**src/logic/ccd_defines.svh**
```systemverilog
`ifndef CCD_DEFINES_SVH
`define CCD_DEFINES_SVH

// oscillator source codes held in the configuration byte
`define CCD_OSC_W 2
`define CCD_OSC_XTAL 2'h0
`define CCD_OSC_RC 2'h1
`define CCD_OSC_EXT 2'h2
// field positions inside user_config_byte1
`define CCD_CFG_OSC_LSB 0
`define CCD_CFG_CLASSIC_BIT 7
// field position of clock_out_enable in port2_mode_reg1
`define CCD_PORT2_MODE_REG1_CLKEN_BIT 6
// reset values
`define CCD_DIV_RESET 8'h00
`define CCD_PORT2_MODE_REG1_RESET 8'h00
// clock output divides the cpu clock by six: three cpu clocks per phase
`define CCD_CLKOUT_HALF 3'h3
// nominal on-chip rc oscillator rate in mhz
`define CCD_RC_NOMINAL_MHZ 6

`endif

```
**src/logic/ccd_pkg.sv**
```systemverilog
package ccd_pkg;
	typedef logic [7:0] ccd_byte_t;
	typedef enum logic [1:0] {
		ccd_osc_xtal,
		ccd_osc_rc,
		ccd_osc_ext
	} ccd_osc_e;
endpackage

```
**src/logic/ccd_clkout_gen.sv**
```systemverilog
`timescale 1ns/1ps
`default_nettype none
`include "ccd_defines.svh"
module ccd_clkout_gen
	import ccd_pkg::*;
(
	input wire logic mclk,
	input wire logic nrst,
	input wire logic ce,
	input wire logic cpu_tick,
	input wire logic enable,
	output logic clk_out
);
	typedef struct packed {
		logic [2:0] cnt;
		logic level;
	} ccd_co_s;
	ccd_co_s st_reg;
	ccd_co_s st_next;

	// *****************************
	// divide cpu clock ticks by six
	// *****************************
	always_comb begin
		st_next = st_reg;
		if (!enable) begin
			st_next.cnt = 3'h0;
			st_next.level = 1'b0;
		end else if (cpu_tick) begin
			if (st_reg.cnt == `CCD_CLKOUT_HALF - 3'h1) begin
				st_next.cnt = 3'h0;
				st_next.level = ~st_reg.level;
			end else begin
				st_next.cnt = st_reg.cnt + 3'h1;
			end
		end
	end

	always_ff @(posedge mclk or negedge nrst) begin
		if (!nrst) begin
			st_reg <= '0;
		end else if (ce) begin
			st_reg <= st_next;
		end
	end

	assign clk_out = st_reg.level;
endmodule
`default_nettype wire

```
**src/logic/ccd_clock_ctrl.sv**
```systemverilog
`timescale 1ns/1ps
`default_nettype none
`include "ccd_defines.svh"
module ccd_clock_ctrl
	import ccd_pkg::*;
(
	input wire logic mclk,
	input wire logic nrst,
	input wire logic ce,
	input wire logic osc_tick,
	input wire logic [7:0] user_config_byte1,
	input wire logic [7:0] port2_mode_reg1,
	input wire logic [7:0] cpu_clock_divider,
	input wire logic idle_mode,
	input wire logic port_out_data,
	input wire logic port_out_oe_n,
	input wire logic osc_out_port_pin_in,
	output logic cpu_tick,
	output logic periph_tick,
	output logic machine_cycle_tick,
	output logic cpu_run,
	output logic clock_out_pin_out,
	output logic clock_out_pin_oe_n,
	output logic osc_out_port_pin_sync,
	output logic clock_out_active,
	output logic classic_timing_select,
	output logic [1:0] osc_source
);
	typedef struct packed {
		logic cfg_loaded;
		ccd_osc_e osc;
		logic classic;
		logic half;
		ccd_byte_t div_cur;
		logic [8:0] div_cnt;
		logic [2:0] mc_cnt;
		logic cpu_tick;
		logic mc_tick;
		logic pin_out;
		logic pin_oe_n;
		logic clkout_en;
		logic pin_s1;
		logic pin_s2;
	} ccd_cc_s;
	ccd_cc_s st_reg;
	ccd_cc_s st_next;
	logic gen_clk;
	logic [1:0] cfg_osc;

	assign cfg_osc = user_config_byte1[`CCD_CFG_OSC_LSB +: `CCD_OSC_W];

	// *****************************
	// clock output divider
	// *****************************
	ccd_clkout_gen u_clkout (
		.mclk(mclk),
		.nrst(nrst),
		.ce(ce),
		.cpu_tick(st_reg.cpu_tick),
		.enable(st_reg.clkout_en),
		.clk_out(gen_clk)
	);

	// *****************************
	// next state
	// *****************************
	always_comb begin
		logic pre_tick;
		logic [8:0] limit;
		pre_tick = 1'b0;
		limit = 9'h000;
		st_next = st_reg;
		st_next.cpu_tick = 1'b0;
		st_next.mc_tick = 1'b0;
		// configuration is captured once after reset release and then held
		if (!st_reg.cfg_loaded) begin
			st_next.cfg_loaded = 1'b1;
			unique case (cfg_osc)
				`CCD_OSC_RC: st_next.osc = ccd_osc_rc;
				`CCD_OSC_EXT: st_next.osc = ccd_osc_ext;
				default: st_next.osc = ccd_osc_xtal;
			endcase
			st_next.classic = user_config_byte1[`CCD_CFG_CLASSIC_BIT];
		end
		// any oscillator source, rc included, feeds the same chain
		if (st_reg.cfg_loaded && osc_tick) begin
			// classic timing halves the oscillator ahead of the divider
			if (st_reg.classic) begin
				st_next.half = ~st_reg.half;
				pre_tick = st_reg.half;
			end else begin
				pre_tick = 1'b1;
			end
		end
		if (pre_tick) begin
			if (st_reg.div_cur == 8'h00) begin
				limit = 9'h000;
			end else begin
				limit = {st_reg.div_cur, 1'b1};
			end
			if (st_reg.div_cnt >= limit) begin
				st_next.div_cnt = 9'h000;
				st_next.cpu_tick = 1'b1;
				// latch new divisor only at period end; cpu never stalls
				st_next.div_cur = cpu_clock_divider;
			end else begin
				st_next.div_cnt = st_reg.div_cnt + 9'h001;
			end
		end
		if (st_next.cpu_tick) begin
			if (st_reg.mc_cnt == 3'h5) begin
				st_next.mc_cnt = 3'h0;
				st_next.mc_tick = 1'b1;
			end else begin
				st_next.mc_cnt = st_reg.mc_cnt + 3'h1;
			end
		end
		// idle does not gate the output; it tracks the oscillator source and the clock_out_enable bit only
		st_next.clkout_en = st_reg.cfg_loaded && (st_reg.osc != ccd_osc_xtal)
			&& port2_mode_reg1[`CCD_PORT2_MODE_REG1_CLKEN_BIT];
		if (st_reg.clkout_en) begin
			st_next.pin_out = gen_clk;
			st_next.pin_oe_n = 1'b0;
		end else if (st_reg.cfg_loaded && st_reg.osc == ccd_osc_ext) begin
			st_next.pin_out = port_out_data;
			st_next.pin_oe_n = port_out_oe_n;
		end else begin
			st_next.pin_out = 1'b0;
			st_next.pin_oe_n = 1'b1;
		end
		st_next.pin_s1 = osc_out_port_pin_in;
		st_next.pin_s2 = st_reg.pin_s1;
	end

	always_ff @(posedge mclk or negedge nrst) begin
		if (!nrst) begin
			st_reg <= '{cfg_loaded: 1'b0, osc: ccd_osc_xtal, classic: 1'b0, half: 1'b0,
				div_cur: `CCD_DIV_RESET, div_cnt: 9'h000, mc_cnt: 3'h0, cpu_tick: 1'b0,
				mc_tick: 1'b0, pin_out: 1'b0, pin_oe_n: 1'b1, clkout_en: 1'b0,
				pin_s1: 1'b0, pin_s2: 1'b0};
		end else if (ce) begin
			st_reg <= st_next;
		end
	end

	assign cpu_tick = st_reg.cpu_tick;
	assign periph_tick = st_reg.cpu_tick;
	assign machine_cycle_tick = st_reg.mc_tick;
	assign cpu_run = st_reg.cfg_loaded;
	assign clock_out_pin_out = st_reg.pin_out;
	assign clock_out_pin_oe_n = st_reg.pin_oe_n;
	assign osc_out_port_pin_sync = st_reg.pin_s2;
	assign clock_out_active = st_reg.clkout_en;
	assign classic_timing_select = st_reg.classic;
	assign osc_source = st_reg.osc;
	// idle_mode is informational; the output deliberately ignores it
	logic unused_idle;
	assign unused_idle = idle_mode;
endmodule
`default_nettype wire

```
**config.mk**
```make
export PLATFORM = sky130hd
export DESIGN_NAME = ccd_clock_ctrl
export DESIGN_NICKNAME = d
export VERILOG_FILES = /design/src/logic/ccd_pkg.sv /design/src/logic/ccd_clkout_gen.sv /design/src/logic/ccd_clock_ctrl.sv
export VERILOG_INCLUDE_DIRS = /design/src /design/src/logic
export SDC_FILE = /design/constraint.sdc
export NUM_CORES = 1
export LEC_CHECK = 0
export BUFFER_PORTS_ARGS = -buffer_cell sky130_fd_sc_hd__buf_2
export CAP_MARGIN = 20
export CELL_PAD_IN_SITES_DETAIL_PLACEMENT = 1
export CELL_PAD_IN_SITES_GLOBAL_PLACEMENT = 1
export CORE_ASPECT_RATIO = 0.5
export CORE_MARGIN = 5
export CORE_UTILIZATION = 41
export CTS_CLUSTER_DIAMETER = 150
export DETAILED_ROUTE_END_ITERATION = 12
export GPL_ROUTABILITY_DRIVEN = 1
export PLACE_DENSITY_LB_ADDON = 0.1
export SLEW_MARGIN = 20
export SYNTH_ARGS = -nofsm -noshare
export SYNTH_HDL_FRONTEND = slang
export SYNTH_SLANG_ARGS = --single-unit
```
**constraint.sdc**
```tcl
create_clock -name mclk -period 2.65 [get_ports mclk]
set_input_delay 0.53 -clock mclk [delete_from_list [all_inputs] [get_ports mclk]]
set_output_delay 0.53 -clock mclk [all_outputs]
set_load 0.005 [all_outputs]
```
Word-level counts from Yosys, hierarchy flattened
Index checks and enable logic that the tools add are counted.

Register bits: 36. Bits in latches: 0. RAM bits: 0. Memory bits (read-only): 0. Logic and storage cells: 60. Memories kept: 0.

Add/subtract/negate cells: 3. Multipliers: 0. Div/mod/pow operators: 0. Magnitude comparators: 1. Equal/unequal tests: 7. Shift operators: 0. Multiplexer cells: 17. Bitwise operators: 3. Reduce and logical (&&, ||, !) cells: 13.

Operators by type and width (number): 9-bit two-way mux (3); 9-bit by 1-bit adder with 9-bit output (second input constant) (1); 9-bit greater-or-equal comparator (1); 3-bit AND reduction (3); 8-bit logical NOT (1); 4-bit two-way mux (2); 2-bit AND reduction (4); 1-bit two-way mux (7); 3-bit by 1-bit adder with 3-bit output (second input constant) (2); 3-bit two-way mux (2); 2-bit == test (second input constant) (2); 1-bit logical AND (4); 2-bit two-way mux (2); 2-bit by 1-bit inequality test with 1-bit output (second input constant) (2); 2-bit one-hot mux with 2 select lines (1); 3-bit by 2-bit == test with 1-bit output (second input constant) (1); 3-bit == test (second input constant) (1); 1-bit NOT (3); 2-bit by 1-bit == test with 1-bit output (second input constant) (1); 2-bit nonzero test (1).

Logic depth before layout (Yosys ltp)
Gate-level depths: netlist of the first run.

Word-level depth: 7. Mapped depth: 9.

Modules after synthesis
Synthesis of the first run repeated with hierarchy kept, for this count alone.

Cells, all modules: 194. Area, all modules: 1899.3 um^2.

By module, submodules not included: ccd_clock_ctrl (instances 1, cells each 169, area each 1665.3 um^2, seq. area each 802.0 um^2); ccd_clkout_gen (instances 1, cells each 25, area each 234.0 um^2, seq. area each 100.1 um^2).

Worst setup path after synthesis of the first run
OpenSTA, ideal clock, no wires.

Path type: register -> register. Start: register st_reg[19] in the netlist's numbering. End: register st_reg[19] in the netlist's numbering. Library setup time: 0.125 ns. Arrival: 2.076 ns. Data required time: 2.525 ns. Setup slack: 0.449 ns. Cell stages (with the launch flop): 10. Path buffers: 1. Period minus slack after synthesis: 2.201 ns. Cell sequence: dfrtp_1 -> nor4_1 -> nand2_1 -> ha_1 -> nor2b_1 -> o21ai_1 -> a211oi_4 -> nor2_2 -> buf_6 -> mux2_4.

Word-level cells in the longest chain between the ends: 5.

RTL lines: from (decl) (RTL line ccd_clock_ctrl.sv:45) `ccd_cc_s st_reg;`; from (signal assigned) (RTL line ccd_clock_ctrl.sv:137) `st_reg <= '{cfg_loaded: 1'b0, osc: ccd_osc_xtal, classic: 1'b0, half: 1'b0,`; from (signal assigned) (RTL line ccd_clock_ctrl.sv:142) `st_reg <= st_next;`; 8-bit logical NOT (RTL line ccd_clock_ctrl.sv:96) `if (st_reg.div_cur == 8'h00) begin`; 9-bit two-way mux (*) (RTL line ccd_clock_ctrl.sv:96); 9-bit two-way mux (*) (RTL line ccd_clock_ctrl.sv:95) `if (pre_tick) begin`; 9-bit greater-or-equal comparator (*) (RTL line ccd_clock_ctrl.sv:101) `if (st_reg.div_cnt >= limit) begin`; 3-bit AND reduction (no source line) (*).

Mark *: on every way between the ends. The rest lies on a longest branch, timed or not. The select of a mux whose other input is x is not followed. A chain may end at the register's enable or synchronous reset.

Final worst setup path of the first run
Start: register st_reg[24] in the netlist's numbering. End: register st_reg[9] in the netlist's numbering.

Word-level cells in the longest chain between the ends: 7.

RTL lines (RTL line): 8-bit logical NOT (ccd_clock_ctrl.sv:96); 9-bit two-way mux (*) (ccd_clock_ctrl.sv:96); 9-bit two-way mux (*) (ccd_clock_ctrl.sv:95); 9-bit greater-or-equal comparator (*) (ccd_clock_ctrl.sv:101); 1-bit two-way mux (*) (ccd_clock_ctrl.sv:101); 1-bit two-way mux (*) (ccd_clock_ctrl.sv:95); 2-bit AND reduction (no source line) (*).

Marked as above.

==> results, run 1 <==
- Walking the worst path, the cells encountered are nor4_1, nand2_1, ha_1, nor2b_1, o21ai_1, a211oi_4, nor3b_1, mux2_2.
- The register with the most flip-flops in the layout has 21 of them.
- The starting utilization of the core area is 42.9%.
- The number of sinks on the clock net is 36.
- Of the synthesized area, sequential elements account for 47.0%.
- The design draws 2.05 mW.
- For this design the ratio of total power to cell area is 932 mW/mm^2.
- The cell with the biggest individual delay on the critical path is sky130_fd_sc_hd__dfrtp_1.
- Post-CTS timing repair inserted 0 buffers for setup.
- Dividing the synthesized area by the synthesized cell count gives 10.3 um^2.
- The layout overhead on the synthesized area is 14.9%.
- The post-layout minimum cycle time is 2370 ps.
- The delay contributed by the slowest stage of the critical path is 410 ps.
- The summed instance area of the synthesized netlist is 0.00192 mm^2.
- After synthesis, the cell types taking the most area are sky130_fd_sc_hd__dfrtp_1, sky130_fd_sc_hd__ha_1, sky130_fd_sc_hd__mux2_4, sky130_fd_sc_hd__o21ai_0, sky130_fd_sc_hd__nand2_1.
- Setup violations remaining at the end of the flow were counted as 0.
- The top flip-flop cell by instance count after synthesis is sky130_fd_sc_hd__dfrtp_1.
- The share of the synthesized area in the top cell type is 45.7%.
- By startpoint and endpoint, the worst setup path is classified as reg2reg.
- The number of buffers on the longest clock path is 2.
- In this run the cell area measured after placement is 0.00211 mm^2.
- Synthesis instantiated 43 different standard cells from the library.
- The cell area after layout is 0.00220 mm^2.
- The root buffer cell is sky130_fd_sc_hd__clkbuf_8.
- The post-route setup TNS is 0 ps.
- The highest clock frequency the design can meet is 421 MHz.
- During placement, the flow inserted port buffers numbering 29.
- The transition at the pin with the smallest max-transition slack is 813 ps.
- The period utilization is 89.6%.
- The hold buffer count at cts is 0.
- In the final routed layout, each cell accounts on average for 15.0 um.
- The class of the worst hold path is in2async.
- In this run the vertical extent of the chip is 58.4 um.
- For this run, the number of Yosys warnings is 0.
- The register bit total from synthesis is 36.
- The vias after detailed routing is 1464.
- The capturing element type of the critical path is a register.
- The setup slack after layout is 275 ps.
- The total DRC errors in the routed layout is 0.
- The cell count after synthesis came out at 186.
- Detailed placement ended at an HPWL of 3.00 mm.
- The pre-antenna-repair detailed-routing pass consisted of 4 iterations.
- The number of resized instances in the post-cts repair step is 0.
- The family with the most delay on the worst path is simple AND/OR/NAND/NOR gates.
- The largest area contributor in the netlist is sky130_fd_sc_hd__dfrtp_1.
- The maximum fanout encountered on the critical timing path is 4.
- The die is 107 um wide.
- Across the VDD grid, the largest voltage drop is 0.358 mV.
- The top cell types in the final layout, fill and taps aside, are sky130_fd_sc_hd__dfrtp_1, sky130_fd_sc_hd__buf_2, sky130_fd_sc_hd__nand2_1.
- The aggregate global-route resource usage is 15.1%.
- Summed over all cells, the static leakage comes to 1.02 nW.
- TritonCTS built the clock tree.
- The area inside the core boundary is 0.00447 mm^2.
- Counting every net in the synthesized netlist gives 228.
- The die outline area is 0.00623 mm^2.
- For the worst setup path, the data arrival time is 2560 ps.
- Yosys mapped a number of flops with a built-in enable equal to 0.
- The total count of hold-check failures in the final report is 0.
- Dividing the detail-routed via count by the number of cells gives 5.32.
- Clock-pin slew was measured on the worst setup and hold paths at 80 ps.
- Clock skew on the completed layout was measured at 10.4 ps.
- The most common cell after layout, fill and taps aside is sky130_fd_sc_hd__dfrtp_1.
- Setup repair after global routing left no endpoint under its margin.
- The post-route netlist has 27.5% of its cells at a drive strength greater than 1.
- The maximum level of the CTS H-tree is 2.
- The DRC violation total after the first TritonRoute iteration is 18.
- Entering global routing, the biggest net connects 37 pins.
- 0 antenna diodes ended up in the layout.
- The final max-slew violation count was 0.
- The total number of placement rows is 17.
- The number of top-level pins is 43.
- The run finished with clean final reports.
- The number of nets in the finished design is 259.
- The remaining antenna violation count is 0.
- At the end of routability-driven placement, the weighted congestion stood at 0.700.
- The later pin in the worst-skew pair is clocked with a latency of 290 ps.
- The share of async-settable or async-resettable flops after synthesis is 100%.
- Wires add up to 4.13 mm.
- The sum of buffers and inverters on the critical path is 0.
- The minimum setup slack after placement is 258 ps.
- The max-capacitance violation count is 0.
- The via count of the first global-routing pass was 1601.
- The number of buffers created by CTS is 5.
- The first global-routing pass estimated 7.44 mm of wire.
- The number of antenna violations at the first check in global routing is 0.
- The critical path required time is 2830 ps.
- Hold timing on the final database bottoms out at a slack of 318 ps.
- The kind of start point of the critical path is a register.
- The normalized max-slew margin is 45.8%.
- Summed over all layers, the global routing overflow is 0.
path summary, 6_finish.rpt:
path | from | to | slack [ps] | depth (start not counted)
setup / recovery | st_reg[24]$_DFFE_PN0P_ | st_reg[9]$_DFFE_PN0P_ | 280 | 8
hold / removal | nrst | st_reg[16]$_DFFE_PN0P_ | 320 | 1
setup reg to reg | st_reg[24]$_DFFE_PN0P_ | st_reg[9]$_DFFE_PN0P_ | 280 | 8
hold reg to reg | st_reg[27]$_DFFE_PN0P_ | st_reg[27]$_DFFE_PN0P_ | 480 | 1
max in group asynchronous | nrst | u_clkout.clk_out$_DFFE_PN0P_ | 1800 | 1
min in group mclk | osc_out_port_pin_in | st_next[0]$_DFFE_PN0P_ | 460 | 2
per-layer routing:
layer | track usage, % | up-vias | wire length (um)
met3 | 5.15 | 5 | 196
met4 | 3.83 | 0 | 36
li1 | - | 720 | -
met2 | 26.1 | 22 | 1910
met5 | 0 | - | 0
met1 | 18.3 | 717 | 1980
synth_stat cells, types with 3 or more instances:
| library cell | number |
|---|---|
| sky130_fd_sc_hd__inv_1 | 14 |
| sky130_fd_sc_hd__a31oi_1 | 3 |
| sky130_fd_sc_hd__nand3_1 | 5 |
| sky130_fd_sc_hd__dfrtp_1 | 35 |
| sky130_fd_sc_hd__clkbuf_1 | 5 |
| sky130_fd_sc_hd__a22o_1 | 3 |
| sky130_fd_sc_hd__o21ai_0 | 15 |
| sky130_fd_sc_hd__nand2b_1 | 7 |
| sky130_fd_sc_hd__a21oi_1 | 7 |
| sky130_fd_sc_hd__mux2_2 | 6 |
| sky130_fd_sc_hd__ha_1 | 10 |
| sky130_fd_sc_hd__nand4_1 | 4 |
| sky130_fd_sc_hd__o31ai_1 | 3 |
| sky130_fd_sc_hd__nor2_1 | 7 |
| sky130_fd_sc_hd__buf_4 | 3 |
| sky130_fd_sc_hd__mux2_4 | 7 |
| sky130_fd_sc_hd__nand2_1 | 18 |
through the flow:
step           cells  utilization (%)
6_report         275             49.4
5_1_grt          275             49.4
4_1_cts          275             49.4
3_5_place_dp     267             47.3
3_3_place_gp     267             47.3
2_1_floorplan    186                -
logic make-up after synthesis:
family,Yosys count,synth area share (%)
AOI/OAI and AO/OA,44,15.3
DFF,36,47.0
xor gates and xnor gates,2,0.913
buffers and inverters,23,5.48
muxes,13,9.00
and+or+nand+nor,58,15.7
adders and majority gates,10,6.52
where the power goes:
part | switching, mW | total [mW] | internal, mW
clock network | 0.222 | 0.408 | 0.186
registers | 0.173 | 0.882 | 0.709
logic | 0.378 | 0.765 | 0.387
total | 0.772 | 2.05 | 1.28
cell type report:
cell class | count | area [um^2]
Tap cell | 57 | 71.3
Inverter | 14 | 52.6
Timing Repair Buffer | 33 | 175
Clock buffer | 5 | 68.8
Multi-Input combinational cell | 127 | 911
Clock inverter | 3 | 23.8
Sequential cell | 36 | 902
Fill cell | 507 | 2260
Note: power is estimated with default switching activity, not from simulation.
==> run 2, diff against run 1 <==
==> constraint.sdc (replaced) <==
create_clock -name mclk -period 2.7 [get_ports mclk]
set_input_delay 0.54 -clock mclk [delete_from_list [all_inputs] [get_ports mclk]]
set_output_delay 0.54 -clock mclk [all_outputs]
set_load 0.005 [all_outputs]
==> run 2 against run 1 <==
Register-to-register slack barely moved. Utilization rose by 0.42 points. Worst hold slack improved by 2.9 ps. Critical path depth did not move. Largest power group unchanged. Power rose by 2.1%. Routed wire length rose by 2.7%. Global-route usage rose by 0.12 points. Clock skew fell by 7.6 ps.
==> results, run 2 (same netlist as run 1, synthesis figures left out) <==
- Leaving out fill and tap cells, the most frequent cell in the layout is sky130_fd_sc_hd__dfrtp_1.
- The flow ran to the end, and the final reports show no timing, DRC or antenna violations.
- The maximum fanout encountered on the critical timing path came to 6 (+2).
- The number of nets in the finished design came to 259 (unchanged).
- The number of top-level pins came to 43 (unchanged).
- The via count normalized by instance count was 5.41 (+1.6%).
- The average wire per cell in the routed design is 15.4 um (+2.7%).
- The clock transition at the registers of the reported paths came to 80 ps (about the same).
- The number of buffers on the longest clock path is 2 (unchanged).
- The overall overflow remaining after global route is 0 (unchanged).
- The vias after detailed routing is 1488 (+1.6%).
- The maximum level of the CTS H-tree is 2 (unchanged).
- The number of optimization iterations in the first detailed-route pass came to 4 (unchanged).
- The instance count after placement with tap cells included is 267 (unchanged).
- The post-detailed-placement half-perimeter wirelength is 3.09 mm (+2.8%).
- The normalized max-slew margin is 46.9% (+1.1 points).
- The power density of the placed cells was 944 mW/mm^2 (+1.3%).
- The number of flip-flops in the largest register came to 21 (unchanged).
- The post-CTS setup buffer count is 0 (unchanged).
- The total count of hold-check failures in the final report is 0 (unchanged).
- The total DRC errors in the routed layout came to 0 (unchanged).
- The clock skew is 2.84 ps (-7.57 ps).
- The root buffer cell chosen for the clock tree is sky130_fd_sc_hd__clkbuf_8.
- The overall die width is 107 um (unchanged).
- The count of buffers from port buffering was 29 (unchanged).
- The final non-filler cell total is 275 (unchanged).
- The share of final-layout standard cells stronger than drive strength 1 is 27.5% (unchanged).
- The first-pass GRT wire length came to 7.40 mm (-0.56%).
- The cell with the biggest individual delay on the critical path is sky130_fd_sc_hd__dfrtp_1.
- The die height was 58.4 um (unchanged).
- The setup violation total in the final timing report came to 0 (unchanged).
- The total length of routed wires is 4.24 mm (+2.7%).
- The remaining antenna violation count is 0 (unchanged).
- The max-capacitance violation count is 0 (unchanged).
- The maximum ir drop on the vdd rail came to 0.334 mV (-6.6%).
- The leakage power is 1.03 nW (+1.4%).
- The worst hold-check slack is 321 ps (+2.87 ps).
- The TritonCTS clock tree is yes.
- The final max-slew violation count is 0 (unchanged).
- The signal arrival time at the worst endpoint was 2620 ps (+60 ps).
- The pin count of the biggest net entering global routing came to 37 (unchanged).
- The number of cells traversed by the worst register-to-register path is 8 (unchanged).
- The layout overhead on the synthesized area is 15.9%.
- The transition at the pin with the smallest max-transition slack was 796 ps (-16.8 ps).
- The number of antenna violations at the first check in global routing is 0 (unchanged).
- The signal on the critical path passes through nor4_1, nand2_1, ha_1, nor2b_1, o21ai_1, a211oi_4, nor3b_1, mux2_2.
- The area inside the core boundary is 0.00447 mm^2 (unchanged).
- The number of sinks on the clock net was 36 (unchanged).
- The die outline area was 0.00623 mm^2 (unchanged).
- The count of inserted antenna diode cells was 0 (unchanged).
- The post-route setup TNS came to 0 ps (unchanged).
- The critical path required time is 2880 ps (+50 ps).
- The period utilization is 90.3% (+0.73 points).
- The number of resized instances in the post-cts repair step was 0 (unchanged).
- The number of buffers created by CTS is 5 (unchanged).
- The total number of placement rows is 17 (unchanged).
- The starting utilization of the core area is 42.9% (unchanged).
- The number of fill cells in the layout is 512 (+0.99%).
- The critical path is of the reg2reg type.
- The kind of start point of the critical path is a register.
- Setup repair after global routing left no endpoint under its margin.
- The hold buffer count at cts came to 0 (unchanged).
- The DRC violation total after the first TritonRoute iteration is 29 (+11).
- The clock latency of the later-clocked register in the worst-skew pair is 290 ps (about the same).
- The post-layout minimum cycle time was 2440 ps (+64.5 ps).
- The class of the worst hold path is in2async.
- The placer congestion estimate was 0.724 (+3.5%).
- The delay contributed by the slowest stage of the critical path was 400 ps (about the same).
- The highest clock frequency the design can meet is 410 MHz (-2.6%).
- The via count of the first global-routing pass is 1557 (-2.7%).
- The aggregate global-route resource usage is 15.2% (+0.12 points).
- In the layout the commonest cells are sky130_fd_sc_hd__dfrtp_1, sky130_fd_sc_hd__buf_2, sky130_fd_sc_hd__nand2_1.
- The worst setup path is captured at a register.
## run 2: changes by cell type in the layout (fill, tap and decap cells not counted)
cell and change:
sky130_fd_sc_hd__clkinv_2 +1, sky130_fd_sc_hd__clkinv_4 -1, sky130_fd_sc_hd__bufinv_16 +1, sky130_fd_sc_hd__clkinvlp_4 -1
## run 2: per-stage QoR
step           total power, mW  cell area [um^2]  setup slack, ps  util (%)
2_1_floorplan             1.40              1920              499         -
3_3_place_gp              1.59              2110              291      47.3
3_5_place_dp              1.63              2110              277      47.3
4_1_cts                   2.14              2220              250      49.8
5_1_grt                   2.26              2220             84.0      49.8
6_report                  2.10              2220              261      49.8
## run 2: worst paths after layout
check	start	to	slack [ps]
max in group asynchronous	nrst	st_reg[12]$_DFFE_PN0P_	1870
min reg2reg	st_reg[27]$_DFFE_PN0P_	st_reg[27]$_DFFE_PN0P_	480
min in group mclk	cpu_clock_divider[6]	st_reg[25]$_DFFE_PN0P_	470
max reg2reg	st_reg[19]$_DFFE_PN0P_	st_reg[8]$_DFFE_PN0P_	260
max	st_reg[19]$_DFFE_PN0P_	st_reg[8]$_DFFE_PN0P_	260
min	nrst	st_reg[16]$_DFFE_PN0P_	320
## run 2: area by class of cell
class	count	area, um^2	area share (%)
inverters	14	52.6	2.36
clock buffers	5	68.8	3.10
multi-input cells	127	911	41.0
flip-flops and latches	36	902	40.6
well taps	57	71.3	3.21
repair buffers	33	175	7.88
clock inverters	3	42.5	1.91
## run 2: metal layers
layer  wire length (um)  global-route usage (%)  vias up
met5                  0                       0        -
met2               1910                    24.0       22
met1               2040                    19.3      744
li1                   -                       -      715
met3                215                    5.15        7
met4                 68                    6.56        0
## run 2: worst max-delay path, delay by kind of cell, from the launching register on
kind | cells | cell delay, ps
AO/OA/AOI/OAI | 2 | 430
adder cells (fa/ha/maj) | 1 | 280
flip-flops | 1 | 400
multiplexers | 1 | 380
AND/OR/NAND/NOR | 4 | 830
## run 2: power by group
part           internal, mW  total, mW  leakage [nW]  switching (mW)
combinational         0.376      0.740         0.528           0.364
sequential            0.696      0.874         0.448           0.178
clock                 0.273      0.485        0.0541           0.211
total                  1.35       2.10          1.03           0.753
